File: src/igc_consts.svh
// Register offsets, field ranges, reset values and fs-based timing counts.
// Assumes a single 200 MHz clock and a half-sample-period tick from the datapath.
`ifndef IGC_CONSTS_SVH
`define IGC_CONSTS_SVH

`define IGC_A_TIMER     8'h08
`define IGC_A_MODE      8'h09
`define IGC_A_CEIL      8'h0a
`define IGC_A_GAIN_L    8'h0b
`define IGC_A_ATT_L     8'h0c
`define IGC_A_ATT_R     8'h0d
`define IGC_A_MIX       8'h0e
`define IGC_A_GAIN_R    8'h0f
`define IGC_A_PWR3      8'h10
`define IGC_A_PWR_AUX   8'h11
`define IGC_A_STATUS    8'h12

`define IGC_R_TIMER     8'h00
`define IGC_R_MODE      7'h40
`define IGC_R_CEIL      7'h36
`define IGC_R_GAIN      7'h10
`define IGC_R_ATT       8'h00
`define IGC_R_MIX       4'h0
`define IGC_R_PWR3      5'h00
`define IGC_R_PWR_AUX   4'h0
`define IGC_GAIN_MIN    7'h00

`define IGC_F_GAIN      6:0
`define IGC_F_ZTM       5:4
`define IGC_F_WTM       3:2
`define IGC_F_LTM       1:0
`define IGC_F_MODE      6:0
`define IGC_F_MIX       7:4
`define IGC_F_PWR3      4:0
`define IGC_F_AUX       3:0
`define IGC_F_STAT      2:0

`define IGC_HALF_PER_FS 2
`define IGC_ZTO_BASE_FS 128
`define IGC_WAIT_BASE_FS 128
`define IGC_SPK_INIT_FS 2048
`define IGC_ADC_INIT_FS 2081

`endif

File: src/igc_pkg.sv
// Types shared by the input gain and level-control block.
// Constants live in igc_consts.svh; this package holds types only.
package igc_pkg;

    typedef enum logic [1:0] {
        IGC_INIT_IDLE  = 2'b00,
        IGC_INIT_COUNT = 2'b01,
        IGC_INIT_DONE  = 2'b11
    } igc_init_t;

    typedef struct packed {
        logic speaker_power;
        logic left_gain_stage_power;
        logic left_mic_power;
        logic left_adc_power;
    } igc_aux_t;

    typedef struct packed {
        logic right_source_sel;
        logic left_source_sel;
        logic right_gain_stage_power;
        logic right_mic_power;
        logic right_adc_power;
    } igc_pwr3_t;

    typedef struct packed {
        logic speaker_limiter_en;
        logic input_level_ctrl_en;
        logic limiter_zero_cross_disable;
        logic [1:0] limiter_step_sel;
        logic recovery_step_sel;
        logic limiter_threshold_sel;
    } igc_mode_t;

    typedef struct packed {
        logic adc_left;
        logic adc_right;
        logic adc_digital;
        logic mic_left;
        logic mic_right;
        logic gain_stage_left;
        logic gain_stage_right;
    } igc_pwr_t;

endpackage

File: src/igc_input_gain_alc_control.sv
// Recording-path gain control: host registers, automatic level control,
// power decode and initialisation timers for the ADC and speaker limiter.
// Assumes level, zero-cross and half-fs tick inputs come from same-clock logic.
//
// Functional notes
// RULE1 - Limiter event lowers gain code by 1 to 4 per step setting.
// RULE2 - Limiter attenuation below code zero clips at zero.
// RULE3 - Zero-cross enabled: each channel applies change at crossing or timeout.
// RULE4 - Limiter zero-cross timeout equals recovery timeout.
// RULE5 - Zero-cross disabled: limiter changes apply immediately.
// RULE6 - Level control runs only when enable is one; resets disabled.
// RULE7 - Speaker limiter enable resets one; active 2048/fs after power rise.
// RULE8 - Recovery never raises gain above ceiling; ceiling resets 36H.
// RULE9 - Seven-bit gain code, 0.5dB steps, 00 to 47, reset 10H; host writes above 47 are taken unclamped.
// RULE10 - Host writes gain only with stage powered and control disabled.
// RULE11 - All mic/gain power off resets gain; restart from 10H.
// RULE12 - Disabling level control holds last automatic gain.
// RULE13 - Gain register reads return last host write.
// RULE14 - Eight-bit output attenuation per channel, reset 00H.
// RULE15 - Three-bit stereo mixer attenuation field, 3dB steps.
// RULE16 - One bit mono mixer attenuation, 0dB or -4dB.
// RULE17 - ADC power rise starts 2081/fs init; data valid afterward.
// RULE18 - ADC analog per channel; digital when either bit set.
// RULE19 - Right gain stage on with mic or stage bit; mic own bit.
// RULE20 - Source select: zero mic input, one line input.
// RULE21 - Recovery raises gain by 1 or 2 codes.
// RULE22 - Zero-cross timeout 128/fs to 1024/fs, reset 00.
// RULE23 - Immediate limiter repeat period 0.5/fs to 4/fs.
// RULE24 - Recovery steps only after quiet wait 128/fs to 1024/fs.
// RULE25 - Applied gain kept apart from host-written register.
// RULE26 - Zero bits read zero; writes to them ignored.
//
// The address-and-strobe port was chosen for this implementation.
`timescale 1ns/1ps
`include "igc_consts.svh"

module igc_input_gain_alc_control (
    // Clock and reset
    input  wire logic              CLOCK_IN,
    input  wire logic              SYS_RST_IN,
    // Register port
    input  wire logic [7:0]        ADDR_IN,
    input  wire logic [7:0]        WDATA_IN,
    input  wire logic              WR_IN,
    input  wire logic              RD_IN,
    output logic      [7:0]        RDATA_OUT,
    // Datapath timing and level detect
    input  wire logic              FS_HALF_TICK_IN,
    input  wire logic [1:0]        LEVEL_OVER_IN,
    input  wire logic [1:0]        ZERO_CROSS_IN,
    // Applied gain and analog controls
    output logic      [6:0]        GAIN_L_OUT,
    output logic      [6:0]        GAIN_R_OUT,
    output logic                   LIMIT_THRESH_OUT,
    output logic      [1:0]        SRC_SEL_OUT,
    output logic      [7:0]        ATTEN_L_OUT,
    output logic      [7:0]        ATTEN_R_OUT,
    output logic      [2:0]        STEREO_MIX_ATTEN_OUT,
    output logic                   MONO_MIX_ATTEN_OUT,
    // Power and status
    output igc_pkg::igc_pwr_t      PWR_OUT,
    output logic                   ADC_DATA_VALID_OUT,
    output logic                   SPK_LIMITER_ACTIVE_OUT
);

    localparam logic [11:0] ZTO_BASE =
        12'(`IGC_ZTO_BASE_FS * `IGC_HALF_PER_FS);
    localparam logic [11:0] WAIT_BASE =
        12'(`IGC_WAIT_BASE_FS * `IGC_HALF_PER_FS);
    localparam logic [12:0] SPK_INIT =
        13'(`IGC_SPK_INIT_FS * `IGC_HALF_PER_FS);
    localparam logic [12:0] ADC_INIT =
        13'(`IGC_ADC_INIT_FS * `IGC_HALF_PER_FS);

    // Host registers
    logic [7:0]           timer_sel;
    igc_pkg::igc_mode_t   mode;
    logic [6:0]           ceiling;
    logic [6:0]           host_gain [2];
    logic [7:0]           atten_l;
    logic [7:0]           atten_r;
    logic [3:0]           mix_att;
    igc_pkg::igc_pwr3_t   pwr3;
    igc_pkg::igc_aux_t    aux;

    // Level-control state
    logic [6:0]           gain [2];
    logic [6:0]           target [2];
    logic                 pend [2];
    logic [1:0]           host_wr;
    logic [3:0]           lim_cnt;
    logic [11:0]          wait_cnt;
    logic [7:0]           rd_mux;

    logic                 pwr_any;
    logic                 alc_on;
    logic                 over_any;
    logic [3:0]           lim_per;
    logic [11:0]          zto;
    logic [11:0]          wper;
    logic                 lim_tick;
    logic                 limit_ev;
    logic                 rec_ev;
    logic [2:0]           lim_step;
    logic [1:0]           rec_step;

    igc_pkg::igc_init_t   adc_st;
    igc_pkg::igc_init_t   spk_st;
    logic [12:0]          adc_cnt;
    logic [12:0]          spk_cnt;
    logic                 adc_l_q;
    logic                 adc_r_q;
    logic                 spk_q;
    logic                 adc_rise;
    logic                 spk_rise;

    // RULE26 zero bits masked
    always_ff @(posedge CLOCK_IN or posedge SYS_RST_IN) begin
        if (SYS_RST_IN) begin
            timer_sel <= `IGC_R_TIMER;
            mode      <= igc_pkg::igc_mode_t'(`IGC_R_MODE);
            ceiling   <= `IGC_R_CEIL;
            atten_l   <= `IGC_R_ATT;
            atten_r   <= `IGC_R_ATT;
            mix_att   <= `IGC_R_MIX;
            pwr3      <= igc_pkg::igc_pwr3_t'(`IGC_R_PWR3);
            aux       <= igc_pkg::igc_aux_t'(`IGC_R_PWR_AUX);
        end else if (WR_IN) begin
            unique case (ADDR_IN)
                `IGC_A_TIMER: begin
                    timer_sel <= {2'h0, WDATA_IN[5:0]};
                end
                `IGC_A_MODE: begin
                    mode <= igc_pkg::igc_mode_t'(WDATA_IN[`IGC_F_MODE]);
                end
                // RULE8 ceiling register
                `IGC_A_CEIL: begin
                    ceiling <= WDATA_IN[`IGC_F_GAIN];
                end
                // RULE14 output attenuation
                `IGC_A_ATT_L: begin
                    atten_l <= WDATA_IN;
                end
                `IGC_A_ATT_R: begin
                    atten_r <= WDATA_IN;
                end
                // RULE15 RULE16 mixer fields
                `IGC_A_MIX: begin
                    mix_att <= WDATA_IN[`IGC_F_MIX];
                end
                `IGC_A_PWR3: begin
                    pwr3 <= igc_pkg::igc_pwr3_t'(WDATA_IN[`IGC_F_PWR3]);
                end
                `IGC_A_PWR_AUX: begin
                    aux <= igc_pkg::igc_aux_t'(WDATA_IN[`IGC_F_AUX]);
                end
                default: begin
                end
            endcase
        end
    end

    // RULE13 host copy kept for readback
    always_ff @(posedge CLOCK_IN or posedge SYS_RST_IN) begin
        if (SYS_RST_IN) begin
            host_gain[0] <= `IGC_R_GAIN;
            host_gain[1] <= `IGC_R_GAIN;
        end else if (WR_IN) begin
            if (ADDR_IN == `IGC_A_GAIN_L) begin
                host_gain[0] <= WDATA_IN[`IGC_F_GAIN];
            end
            if (ADDR_IN == `IGC_A_GAIN_R) begin
                host_gain[1] <= WDATA_IN[`IGC_F_GAIN];
            end
        end
    end

    assign host_wr[0] = WR_IN && (ADDR_IN == `IGC_A_GAIN_L);
    assign host_wr[1] = WR_IN && (ADDR_IN == `IGC_A_GAIN_R);

    always_comb begin
        unique case (ADDR_IN)
            `IGC_A_TIMER:   rd_mux = timer_sel;
            `IGC_A_MODE:    rd_mux = {1'b0, mode};
            `IGC_A_CEIL:    rd_mux = {1'b0, ceiling};
            `IGC_A_GAIN_L:  rd_mux = {1'b0, host_gain[0]};
            `IGC_A_ATT_L:   rd_mux = atten_l;
            `IGC_A_ATT_R:   rd_mux = atten_r;
            `IGC_A_MIX:     rd_mux = {mix_att, 4'h0};
            `IGC_A_GAIN_R:  rd_mux = {1'b0, host_gain[1]};
            `IGC_A_PWR3:    rd_mux = {3'h0, pwr3};
            `IGC_A_PWR_AUX: rd_mux = {4'h0, aux};
            `IGC_A_STATUS:  rd_mux = {5'h0, ADC_DATA_VALID_OUT,
                                      SPK_LIMITER_ACTIVE_OUT, alc_on};
            default:        rd_mux = 8'h00;
        endcase
    end

    // Data only in the cycle after the strobe
    always_ff @(posedge CLOCK_IN or posedge SYS_RST_IN) begin
        if (SYS_RST_IN) begin
            RDATA_OUT <= 8'h00;
        end else begin
            RDATA_OUT <= RD_IN ? rd_mux : 8'h00;
        end
    end

    // RULE11 any mic or gain stage powered
    assign pwr_any  = aux.left_mic_power | aux.left_gain_stage_power |
                      pwr3.right_mic_power | pwr3.right_gain_stage_power;
    // RULE6 runs only when enabled
    assign alc_on   = mode.input_level_ctrl_en & pwr_any;
    assign over_any = |LEVEL_OVER_IN;
    // RULE23 immediate repeat period in half ticks
    assign lim_per  = 4'h1 << timer_sel[`IGC_F_LTM];
    // RULE22 RULE4 one timeout for all changes
    assign zto      = ZTO_BASE << timer_sel[`IGC_F_ZTM];
    // RULE24 quiet wait before recovery
    assign wper     = WAIT_BASE << timer_sel[`IGC_F_WTM];
    assign lim_step = {1'b0, mode.limiter_step_sel} + 3'h1;
    assign rec_step = {1'b0, mode.recovery_step_sel} + 2'h1;
    assign lim_tick = FS_HALF_TICK_IN && (lim_cnt == lim_per - 4'h1);

    always_ff @(posedge CLOCK_IN or posedge SYS_RST_IN) begin
        if (SYS_RST_IN) begin
            lim_cnt <= 4'h0;
        end else if (!alc_on || lim_tick) begin
            lim_cnt <= 4'h0;
        end else if (FS_HALF_TICK_IN) begin
            lim_cnt <= lim_cnt + 4'h1;
        end
    end

    // RULE1 either channel over threshold
    // RULE5 immediate mode paced by period
    assign limit_ev = alc_on && over_any &&
                      (mode.limiter_zero_cross_disable ? lim_tick : (!pend[0] && !pend[1]));

    // RULE24 limiter activity restarts the wait
    assign rec_ev = alc_on && !over_any && !pend[0] && !pend[1] &&
                    FS_HALF_TICK_IN && (wait_cnt == wper - 12'h1);

    always_ff @(posedge CLOCK_IN or posedge SYS_RST_IN) begin
        if (SYS_RST_IN) begin
            wait_cnt <= 12'h000;
        end else if (!alc_on || over_any || rec_ev) begin
            wait_cnt <= 12'h000;
        end else if (FS_HALF_TICK_IN && wait_cnt != wper - 12'h1) begin
            wait_cnt <= wait_cnt + 12'h001;
        end
    end

    genvar ch;
    generate
        for (ch = 0; ch < 2; ch++) begin : g_chan
            logic [11:0] to_cnt;
            logic [6:0]  lim_val;
            logic [7:0]  rec_sum;
            logic [6:0]  rec_val;
            logic        apply;

            // RULE2 clip at lowest code
            assign lim_val = (gain[ch] > 7'(lim_step)) ?
                             gain[ch] - 7'(lim_step) : `IGC_GAIN_MIN;
            // RULE21 step of one or two codes
            assign rec_sum = {1'b0, gain[ch]} + {6'h00, rec_step};
            // RULE8 hold at ceiling
            assign rec_val = (gain[ch] >= ceiling) ? gain[ch] :
                             (rec_sum > {1'b0, ceiling}) ? ceiling : rec_sum[6:0];
            // RULE3 crossing or timeout per channel
            assign apply = pend[ch] && (ZERO_CROSS_IN[ch] ||
                           (FS_HALF_TICK_IN && to_cnt == zto - 12'h1));

            // RULE25 applied gain separate from host copy
            always_ff @(posedge CLOCK_IN or posedge SYS_RST_IN) begin
                if (SYS_RST_IN) begin
                    gain[ch]   <= `IGC_R_GAIN;
                    target[ch] <= `IGC_R_GAIN;
                    pend[ch]   <= 1'b0;
                    to_cnt     <= 12'h000;
                // RULE11 reset while unpowered
                end else if (!pwr_any) begin
                    gain[ch]   <= `IGC_R_GAIN;
                    target[ch] <= `IGC_R_GAIN;
                    pend[ch]   <= 1'b0;
                    to_cnt     <= 12'h000;
                // RULE5 immediate limiter change
                end else if (limit_ev && mode.limiter_zero_cross_disable) begin
                    gain[ch] <= lim_val;
                    pend[ch] <= 1'b0;
                // RULE1 attenuate at next crossing
                end else if (limit_ev) begin
                    target[ch] <= lim_val;
                    pend[ch]   <= 1'b1;
                    to_cnt     <= 12'h000;
                end else if (rec_ev) begin
                    target[ch] <= rec_val;
                    pend[ch]   <= 1'b1;
                    to_cnt     <= 12'h000;
                // RULE12 disabled control leaves gain held
                // RULE10 host write taken only when control off
                end else if (host_wr[ch] && !mode.input_level_ctrl_en) begin
                    target[ch] <= WDATA_IN[`IGC_F_GAIN];
                    pend[ch]   <= 1'b1;
                    to_cnt     <= 12'h000;
                end else if (apply) begin
                    // RULE9 code range kept by host
                    gain[ch] <= target[ch];
                    pend[ch] <= 1'b0;
                    to_cnt   <= 12'h000;
                end else if (pend[ch] && FS_HALF_TICK_IN) begin
                    to_cnt <= to_cnt + 12'h001;
                end
            end
        end
    endgenerate

    assign adc_rise = (pwr3.right_adc_power & ~adc_r_q) |
                      (aux.left_adc_power & ~adc_l_q);
    assign spk_rise = aux.speaker_power & ~spk_q;

    always_ff @(posedge CLOCK_IN or posedge SYS_RST_IN) begin
        if (SYS_RST_IN) begin
            adc_l_q <= 1'b0;
            adc_r_q <= 1'b0;
            spk_q   <= 1'b0;
        end else begin
            adc_l_q <= aux.left_adc_power;
            adc_r_q <= pwr3.right_adc_power;
            spk_q   <= aux.speaker_power;
        end
    end

    // RULE17 ADC initialisation cycle
    always_ff @(posedge CLOCK_IN or posedge SYS_RST_IN) begin
        if (SYS_RST_IN) begin
            adc_st  <= igc_pkg::IGC_INIT_IDLE;
            adc_cnt <= 13'h0000;
        end else if (!(aux.left_adc_power | pwr3.right_adc_power)) begin
            adc_st <= igc_pkg::IGC_INIT_IDLE;
        end else if (adc_rise) begin
            adc_st  <= igc_pkg::IGC_INIT_COUNT;
            adc_cnt <= 13'h0000;
        end else if (adc_st == igc_pkg::IGC_INIT_COUNT && FS_HALF_TICK_IN) begin
            if (adc_cnt == ADC_INIT - 13'h1) begin
                adc_st <= igc_pkg::IGC_INIT_DONE;
            end
            adc_cnt <= adc_cnt + 13'h0001;
        end
    end

    // RULE7 speaker limiter initialisation
    always_ff @(posedge CLOCK_IN or posedge SYS_RST_IN) begin
        if (SYS_RST_IN) begin
            spk_st  <= igc_pkg::IGC_INIT_IDLE;
            spk_cnt <= 13'h0000;
        end else if (!aux.speaker_power) begin
            spk_st <= igc_pkg::IGC_INIT_IDLE;
        end else if (spk_rise) begin
            spk_st  <= igc_pkg::IGC_INIT_COUNT;
            spk_cnt <= 13'h0000;
        end else if (spk_st == igc_pkg::IGC_INIT_COUNT && FS_HALF_TICK_IN) begin
            if (spk_cnt == SPK_INIT - 13'h1) begin
                spk_st <= igc_pkg::IGC_INIT_DONE;
            end
            spk_cnt <= spk_cnt + 13'h0001;
        end
    end

    // Outputs registered; one cycle behind their source state
    always_ff @(posedge CLOCK_IN or posedge SYS_RST_IN) begin
        if (SYS_RST_IN) begin
            GAIN_L_OUT             <= `IGC_R_GAIN;
            GAIN_R_OUT             <= `IGC_R_GAIN;
            ADC_DATA_VALID_OUT     <= 1'b0;
            SPK_LIMITER_ACTIVE_OUT <= 1'b0;
            PWR_OUT                <= '0;
        end else begin
            GAIN_L_OUT             <= gain[0];
            GAIN_R_OUT             <= gain[1];
            ADC_DATA_VALID_OUT     <= adc_st == igc_pkg::IGC_INIT_DONE;
            SPK_LIMITER_ACTIVE_OUT <= mode.speaker_limiter_en &&
                                      spk_st == igc_pkg::IGC_INIT_DONE;
            // RULE18 ADC analog and digital power
            PWR_OUT.adc_left         <= aux.left_adc_power;
            PWR_OUT.adc_right        <= pwr3.right_adc_power;
            PWR_OUT.adc_digital      <= aux.left_adc_power | pwr3.right_adc_power;
            // RULE19 mic amp own bit, stage either
            PWR_OUT.mic_left         <= aux.left_mic_power;
            PWR_OUT.mic_right        <= pwr3.right_mic_power;
            PWR_OUT.gain_stage_left  <= aux.left_mic_power |
                                        aux.left_gain_stage_power;
            PWR_OUT.gain_stage_right <= pwr3.right_mic_power |
                                        pwr3.right_gain_stage_power;
        end
    end

    assign LIMIT_THRESH_OUT     = mode.limiter_threshold_sel;
    // RULE20 source select per channel
    assign SRC_SEL_OUT          = {pwr3.right_source_sel, pwr3.left_source_sel};
    assign ATTEN_L_OUT          = atten_l;
    assign ATTEN_R_OUT          = atten_r;
    assign STEREO_MIX_ATTEN_OUT = mix_att[2:0];
    assign MONO_MIX_ATTEN_OUT   = mix_att[3];

endmodule

File: config.mk
export PLATFORM = sky130hd
export DESIGN_NAME = igc_input_gain_alc_control
export DESIGN_NICKNAME = d
export VERILOG_FILES = /design/src/igc_pkg.sv /design/src/igc_input_gain_alc_control.sv
export VERILOG_INCLUDE_DIRS = /design/src
export SDC_FILE = /design/constraint.sdc
export NUM_CORES = 1
export LEC_CHECK = 0
export BUFFER_PORTS_ARGS = -buffer_cell sky130_fd_sc_hd__buf_4
export CAP_MARGIN = 20
export CORE_MARGIN = 2
export CORE_UTILIZATION = 45
export CTS_CLUSTER_SIZE = 24
export DETAILED_ROUTE_END_ITERATION = 6
export GPL_TIMING_DRIVEN = 0
export PLACE_DENSITY = 0.59
export SETUP_SLACK_MARGIN = 0.3
export SLEW_MARGIN = 30
export SYNTH_ARGS = -nofsm -noshare
export SYNTH_HDL_FRONTEND = slang
export SYNTH_SLANG_ARGS = --single-unit
File: constraint.sdc
create_clock -name CLOCK_IN -period 15.9 [get_ports CLOCK_IN]
set_input_delay 0.795 -clock CLOCK_IN [delete_from_list [all_inputs] [get_ports CLOCK_IN]]
set_output_delay 0.795 -clock CLOCK_IN [all_outputs]
set_load 0.05 [all_outputs]
# [After elaboration in Yosys (flattened, before gate mapping)]
# Cells that the tools add are included.
[totals] ff_bits=195 inputBits=25 out_inout_bits=54 wordCells=257
[classes] add_sub_neg=15 magnitude_cmp=6 n_eq_ne=39 shifts=3 mux=73 bitwise_logic=13 reduce_logical=59
[ops] cell="7-bit two-way mux" n=28
[ops] cell="12-bit two-way mux" n=16
[ops] cell="8-bit one-hot mux with 11 select lines" n=1
[ops] cell="8-bit by 4-bit == test with 1-bit output, second input constant" n=8
[ops] cell="13-bit two-way mux" n=4
[ops] cell="12-bit by 1-bit adder with 12-bit output, second input constant" n=3
[ops] cell="12-bit == test" n=3
[ops] cell="2-bit AND reduction" n=18
[ops] cell="13-bit by 1-bit adder with 13-bit output, second input constant" n=2
[ops] cell="8-bit by 5-bit == test with 1-bit output, second input constant" n=3
[ops] cell="1-bit logical AND" n=24
[ops] cell="6-bit by 1-bit inequality test with 1-bit output, second input constant" n=4
[ops] cell="9-bit by 2-bit << shifter with 12-bit output, first input constant" n=2
[ops] cell="12-bit by 1-bit subtractor with 12-bit output, second input constant" n=2
[ops] cell="7-bit by 2-bit adder with 8-bit output" n=2
[ops] cell="8-bit by 7-bit greater-than comparator with 1-bit output" n=2
[ops] cell="2-bit two-way mux" n=8
[ops] cell="3-bit by 2-bit inequality test with 1-bit output, second input constant" n=5
[ops] cell="7-bit >= comparator" n=2
[ops] cell="7-bit by 3-bit greater-than comparator with 1-bit output" n=2
[ops] cell="7-bit by 3-bit subtractor with 7-bit output" n=2
[ops] cell="13-bit by 12-bit == test with 1-bit output, second input constant" n=1
[ops] cell="13-bit == test, second input constant" n=1
[ops] cell="1-bit two-way mux" n=13
[ops] cell="other kinds (23)" n=52

# [Depth between registers and ports, before layout]
[depth] ltp_word=13 ltp_mapped=15 mapped_depth_nobuf=14

# [Worst setup path after synthesis]
# No wires, ideal clock.
[synth_timing] path_type="reg2reg" startpoint="register mode[1] (netlist name)" endpoint="register target[6] (netlist name)" setup_ps=118 t_arrival_ps=3327 required_ps=15782 setup_slack_ps=12455 stages_incl_launch_ff=16 n_path_buf=1 cell_sequence="dfrtp_1 > inv_1 > ha_1 > a21oi_1 > nor2b_1 > and3_1 > clkbuf_1 > xnor2_1 > ha_1 > a21o_1 > a21oi_1 > o22ai_1 > a31oi_4 > mux2_2 > a221o_1 > a21o_1"
[synth_via] elab_chain_len=9
[synth_lines] item="from (decl)" line="igc_input_gain_alc_control.sv:77" source="igc_pkg::igc_mode_t mode;"
[synth_lines] item="from (signal assigned)" line="igc_input_gain_alc_control.sv:121" source="mode <= igc_pkg::igc_mode_t'(`IGC_R_MODE);"
[synth_lines] item="from (signal assigned)" line="igc_input_gain_alc_control.sv:134" source="mode <= igc_pkg::igc_mode_t'(WDATA_IN[`IGC_F_MODE]);"
[synth_lines] item="1-bit by 1-bit adder with 2-bit output *" line="igc_input_gain_alc_control.sv:221" source="assign rec_step = {1'b0, mode.recovery_step_sel} + 2'h1;"
[synth_lines] item="7-bit by 2-bit adder with 8-bit output *" line="igc_input_gain_alc_control.sv:266" source="assign rec_sum = {1'b0, gain[ch]} + {6'h00, rec_step};"
[synth_lines] item="8-bit by 7-bit greater-than comparator with 1-bit output" line="igc_input_gain_alc_control.sv:269" source="(rec_sum > {1'b0, ceiling}) ? ceiling : rec_sum[6:0];"
[synth_lines] item="7-bit two-way mux *" line="igc_input_gain_alc_control.sv:269"
[synth_lines] item="7-bit two-way mux *" line="igc_input_gain_alc_control.sv:268" source="assign rec_val = (gain[ch] >= ceiling) ? gain[ch] :"
[synth_lines] item="7-bit two-way mux *" line="igc_input_gain_alc_control.sv:296" source="end else if (rec_ev) begin"
[synth_lines] item="7-bit two-way mux *" line="igc_input_gain_alc_control.sv:292" source="end else if (limit_ev) begin"
[synth_lines] item="7-bit two-way mux *" line="igc_input_gain_alc_control.sv:288" source="end else if (limit_ev && mode.limiter_zero_cross_disable) begin"
[synth_lines] item="7-bit two-way mux *" line="igc_input_gain_alc_control.sv:282" source="end else if (!pwr_any) begin"
[synth_lines] item="to (signal, indexed assignment)" line="igc_input_gain_alc_control.sv:284" source="target[ch] <= `IGC_R_GAIN;"
[synth_lines] item="to (signal, indexed assignment)" line="igc_input_gain_alc_control.sv:293" source="target[ch] <= lim_val;"
[synth_lines] item="to (signal, indexed assignment)" line="igc_input_gain_alc_control.sv:297" source="target[ch] <= rec_val;"
[synth_lines] item="to (decl)" line="igc_input_gain_alc_control.sv:88" source="logic [6:0] target [2];"
# Every way passes the cells marked *; elsewhere a longest branch is shown, timed or not. The select of a mux whose other input is x is not followed.
# A chain may end at the register's enable or synchronous reset.

# [Final worst setup path]
[layout_timing] startpoint="register mode[1] (netlist name)" endpoint="register target[7] (netlist name)"
# Same word-level chain as after synthesis.

==> flow_metrics.py <==
metrics = {
    "synthesis": {
        "syn_nets": 1203,
        "ys_types": 76,
        "synth_edf_count": 0,
        "yosysWarnings": 0,
        "syn_avg_cell_area_um2": 9.789,
        "synth_seq_cells": 195,
        "synth.cell_area_mm2": 0.01104,
        "netlist_instances": 1128,
        "seq_area_frac_synth": 0.4434,
        "synth-main-ff-cell": "dfrtp_1",
        "async_flop_share": 1.000,
    },
    "global_routing": {
        "grt_pass1_wl_mm": 47.87,
        "overflow": 0,
        "grt_util_all_layers": 0.2361,
        "use_met1": 0.3392,
        "grt.busiest_layer": "met2",
        "grt_max_degree": 87,
        "grt_use_met3": 0.03590,
        "antenna_found_initial": 0,
        "met2_usage": 0.3642,
        "grt_pass1_vias": 8714,
    },
    "worst_setup_path": {
        "worstReg2RegEnd": "target[7]$_DFFE_PP0P_",
        "start_kind": "flip-flop",
        "crit_type": "flip-flop to flip-flop",
        "crit_chain": "inv_1 -> ha_1 -> fa_1 -> and3_1 -> nand3_1 -> xnor2_1 -> ha_1 -> nand3_1 -> nor2_1 -> a211oi_1 -> nor2_1 -> mux2_2 -> a21oi_1 -> o21ai_0",
        "max_stage_delay_ps": 600,
        "required_ps": 16200,
        "critPathSlowestCell": "dfrtp_1",
        "ff2ff_path_depth": 14,
        "r2r_start": "mode[1]$_DFFE_PP0P_",
        "regToRegSetupSlack_ps": 11720,
        "worstPathArrival_ps": 4480,
        "critPathCaptureType": "flip-flop",
        "critPathMaxFanout": 8,
    },
    "floorplanning": {
        "die_area_mm2": 0.02581,
        "core_area_mm2": 0.02418,
        "ios": 79,
        "die-width_um": 160.6,
        "initial_utilization": 0.4567,
        "dieHeight_um": 160.6,
        "num_rows": 57,
    },
    "job": {
        "maxCapViolCount": 0,
    },
    "pwr": {
        "power.density_mw_per_mm2": 100.0,
        "ir_drop_mv": 0.06522,
        "seqPwrFrac": 0.432,
        "power.internal_uw": 835.9,
        "power.switching_uw": 435.4,
        "combPwrFrac": 0.222,
        "power.leakage_nw": 5.616,
        "power_frac_clock": 0.346,
        "p_sw_frac": 0.3425,
    },
    "timing": {
        "layout_setup_ws_ps": 11720,
        "max_freq_mhz": 239.0,
        "finalHoldViolations": 0,
        "fin_crit_ps": 4184,
        "setup-violations-final": 0,
        "maxSlewViolCount": 0,
        "whs_ps": 303.8,
        "rsz0062_at_grt": "false",
        "finalSetupTns_ps": 0,
        "max-slew-margin-rel": 0.3832,
        "skew_ps": 10.58,
        "worstMarginPinSlew_ps": 918.1,
        "fin_crit_sh": 0.2632,
    },
    "layout": {
        "diodes": 0,
        "finish.instance_area_mm2": 0.01271,
        "area_delta_synth_final_pct": 15.13,
        "final_layout_size_suffix_gt1_frac": 0.1769,
        "final_cells": 1562,
        "nets": 1300,
    },
    "clock_tree": {
        "cts_buffers": 17,
        "cts-htree-levels": 4,
        "insertion_delay_ps": 440,
        "cts_hold_buf": 0,
        "clkSlewWorstSetupHoldPaths_ps": 80,
        "cts.sinks": 195,
        "clk_path_buf_depth": 2,
        "clock-root-buffer": "clkbuf_16",
        "post_cts_buffers": 0,
        "cts_tree": "yes",
        "cts_resized": 0,
    },
    "worst_hold_path": {
        "worstHoldPathType": "primary input to async pin",
    },
    "drt": {
        "route.detailed.drc": 0,
        "vias": 8944,
        "wl_per_cell_um": 19.15,
        "drt-total-wl_mm": 29.92,
        "via_per_inst": 5.726,
        "drtAntennaViolNets": 0,
        "dr.pass1.iters": 5,
        "drtIter0Drc": 726,
    },
    "outcome": {
        "outcome": "finished clean",
    },
    "placed_design": {
        "dpl_cell_area_mm2": 0.01209,
        "dpl.cell_count": 1530,
        "place_ws_ps": 11740,
        "io_buffers": 75,
        "gp_routability_congestion": 0.8977,
        "dp_hpwl_mm": 21.87,
    },
}
==> critical path: cells and delay by family, from the launching register on <==
| family | cells | cell delay [ps] |
|---|---|---|
| muxes | 1 | 400 |
| DFF | 1 | 600 |
| buffers and inverters | 1 | 230 |
| AOI/OAI and AO/OA | 3 | 480 |
| xor gates and xnor gates | 1 | 100 |
| adders and majority gates | 3 | 1040 |
| and+or+nand+nor | 5 | 1190 |
==> area by class of cell <==
type	count	area, um^2
Fill cell	2205	11460
Multi-Input combinational cell	833	5762
Sequential cell	195	4896
Timing Repair Buffer	78	625.6
Clock buffer	17	425.4
Tap cell	324	405.4
Buffer	59	245.2
Clock inverter	15	191.4
Inverter	41	161.4
==> Yosys cell counts (all sizes together), types with 10 or more instances <==
cell / number / area [um^2]
nor4: 13 / 87.58
dfstp: 13 / 341.6
buf: 15 / 77.57
a21oi: 54 / 270.3
inv: 41 / 153.9
mux2i: 27 / 270.3
o21ai: 54 / 270.3
xor2: 29 / 254.0
dfrtp: 182 / 4554
a22oi: 13 / 97.59
nor3: 30 / 155.1
clkbuf: 44 / 167.7
nand2: 89 / 334.1
ha: 46 / 575.6
mux2: 67 / 754.5
xnor2: 30 / 262.8
nand4: 19 / 118.9
or3: 16 / 100.1
and3: 19 / 118.9
nor2: 113 / 424.2
a31oi: 12 / 90.09
and2: 12 / 75.08
nand3: 42 / 222.7
nor2b: 10 / 62.56
==> stage by stage <==
step,total power [mW],util
global route,1.333,0.5258
floorplan,0.7528,-
global placement,0.8328,0.4968
detailed placement,0.8374,0.5001
finish,1.271,0.5258
CTS,1.278,0.5256
==> cell families after synthesis <==
group	synth area share
AO/OA/AOI/OAI	0.1484
XOR/XNOR	0.04680
adder cells (fa/ha/maj)	0.05938
buffers and inverters	0.03615
flip-flops	0.4434
multiplexers	0.09280
AND/OR/NAND/NOR	0.1730
==> cells in the final DEF, fill, tap and decap left out, types with 12 or more instances in the layout <==
cell type / synthesis / final
o21ai_0: 52 / 52
nor4_1: 12 / 12
nand3_1: 41 / 41
mux2i_1: 27 / 27
a22oi_1: 13 / 13
mux2_2: 67 / 67
ha_1: 46 / 46
nand2_1: 89 / 89
inv_1: 41 / 40
buf_4: 4 / 80
and3_1: 19 / 19
clkbuf_1: 42 / 42
nor2_1: 113 / 113
dfrtp_1: 182 / 182
xor2_1: 29 / 29
or3_1: 16 / 16
nand4_1: 19 / 19
a21oi_1: 54 / 54
nor3_1: 29 / 26
clkbuf_16: 0 / 17
xnor2_1: 30 / 30
dfstp_2: 13 / 13
==> worst max path at each step <==
stage	start	to	slack (ps)	depth (start not counted)
4_1_cts	mode[1]$_DFFE_PP0P_	target[7]$_DFFE_PP0P_	11720	14
6_report	mode[1]$_DFFE_PP0P_	target[7]$_DFFE_PP0P_	11720	14
3_3_place_gp	SYS_RST_IN	GAIN_R_OUT[2]$_DFF_PP0_	7310	2
5_1_grt	mode[1]$_DFFE_PP0P_	target[7]$_DFFE_PP0P_	11500	14
2_1_floorplan	SYS_RST_IN	ADC_DATA_VALID_OUT$_DFF_PP0_	9810	1
3_5_place_dp	mode[1]$_DFFE_PP0P_	target[7]$_DFFE_PP0P_	11740	14
==> layer usage <==
layer / share of wire / vias up
met5: 0 / -
met4: 0.030 / 0
met2: 0.45 / 255
met1: 0.47 / 4359
li1: - / 4276
met3: 0.049 / 54
==> registers in the layout, indices dropped and copies added, names as in the netlist, 7 cells and up <==
register / flops
g_chan.to_cnt: 24
RDATA_OUT: 8
adc_cnt: 13
ceiling: 7
GAIN_R_OUT: 7
ATTEN_L_OUT: 8
GAIN_L_OUT: 7
wait_cnt: 12
PWR_OUT: 7
ATTEN_R_OUT: 8
gain: 14
host_gain: 14
target: 14
spk_cnt: 13
==> power groups by stage <==
stage          logic [mW]  clock network (mW)  registers (mW)
2_1_floorplan       0.177                   0           0.575
3_3_place_gp        0.275                   0           0.558
3_5_place_dp        0.279                   0           0.558
4_1_cts             0.281               0.449           0.549
5_1_grt             0.312               0.469           0.553
6_report            0.282               0.440           0.549
Power figures use the tool's default switching activity.
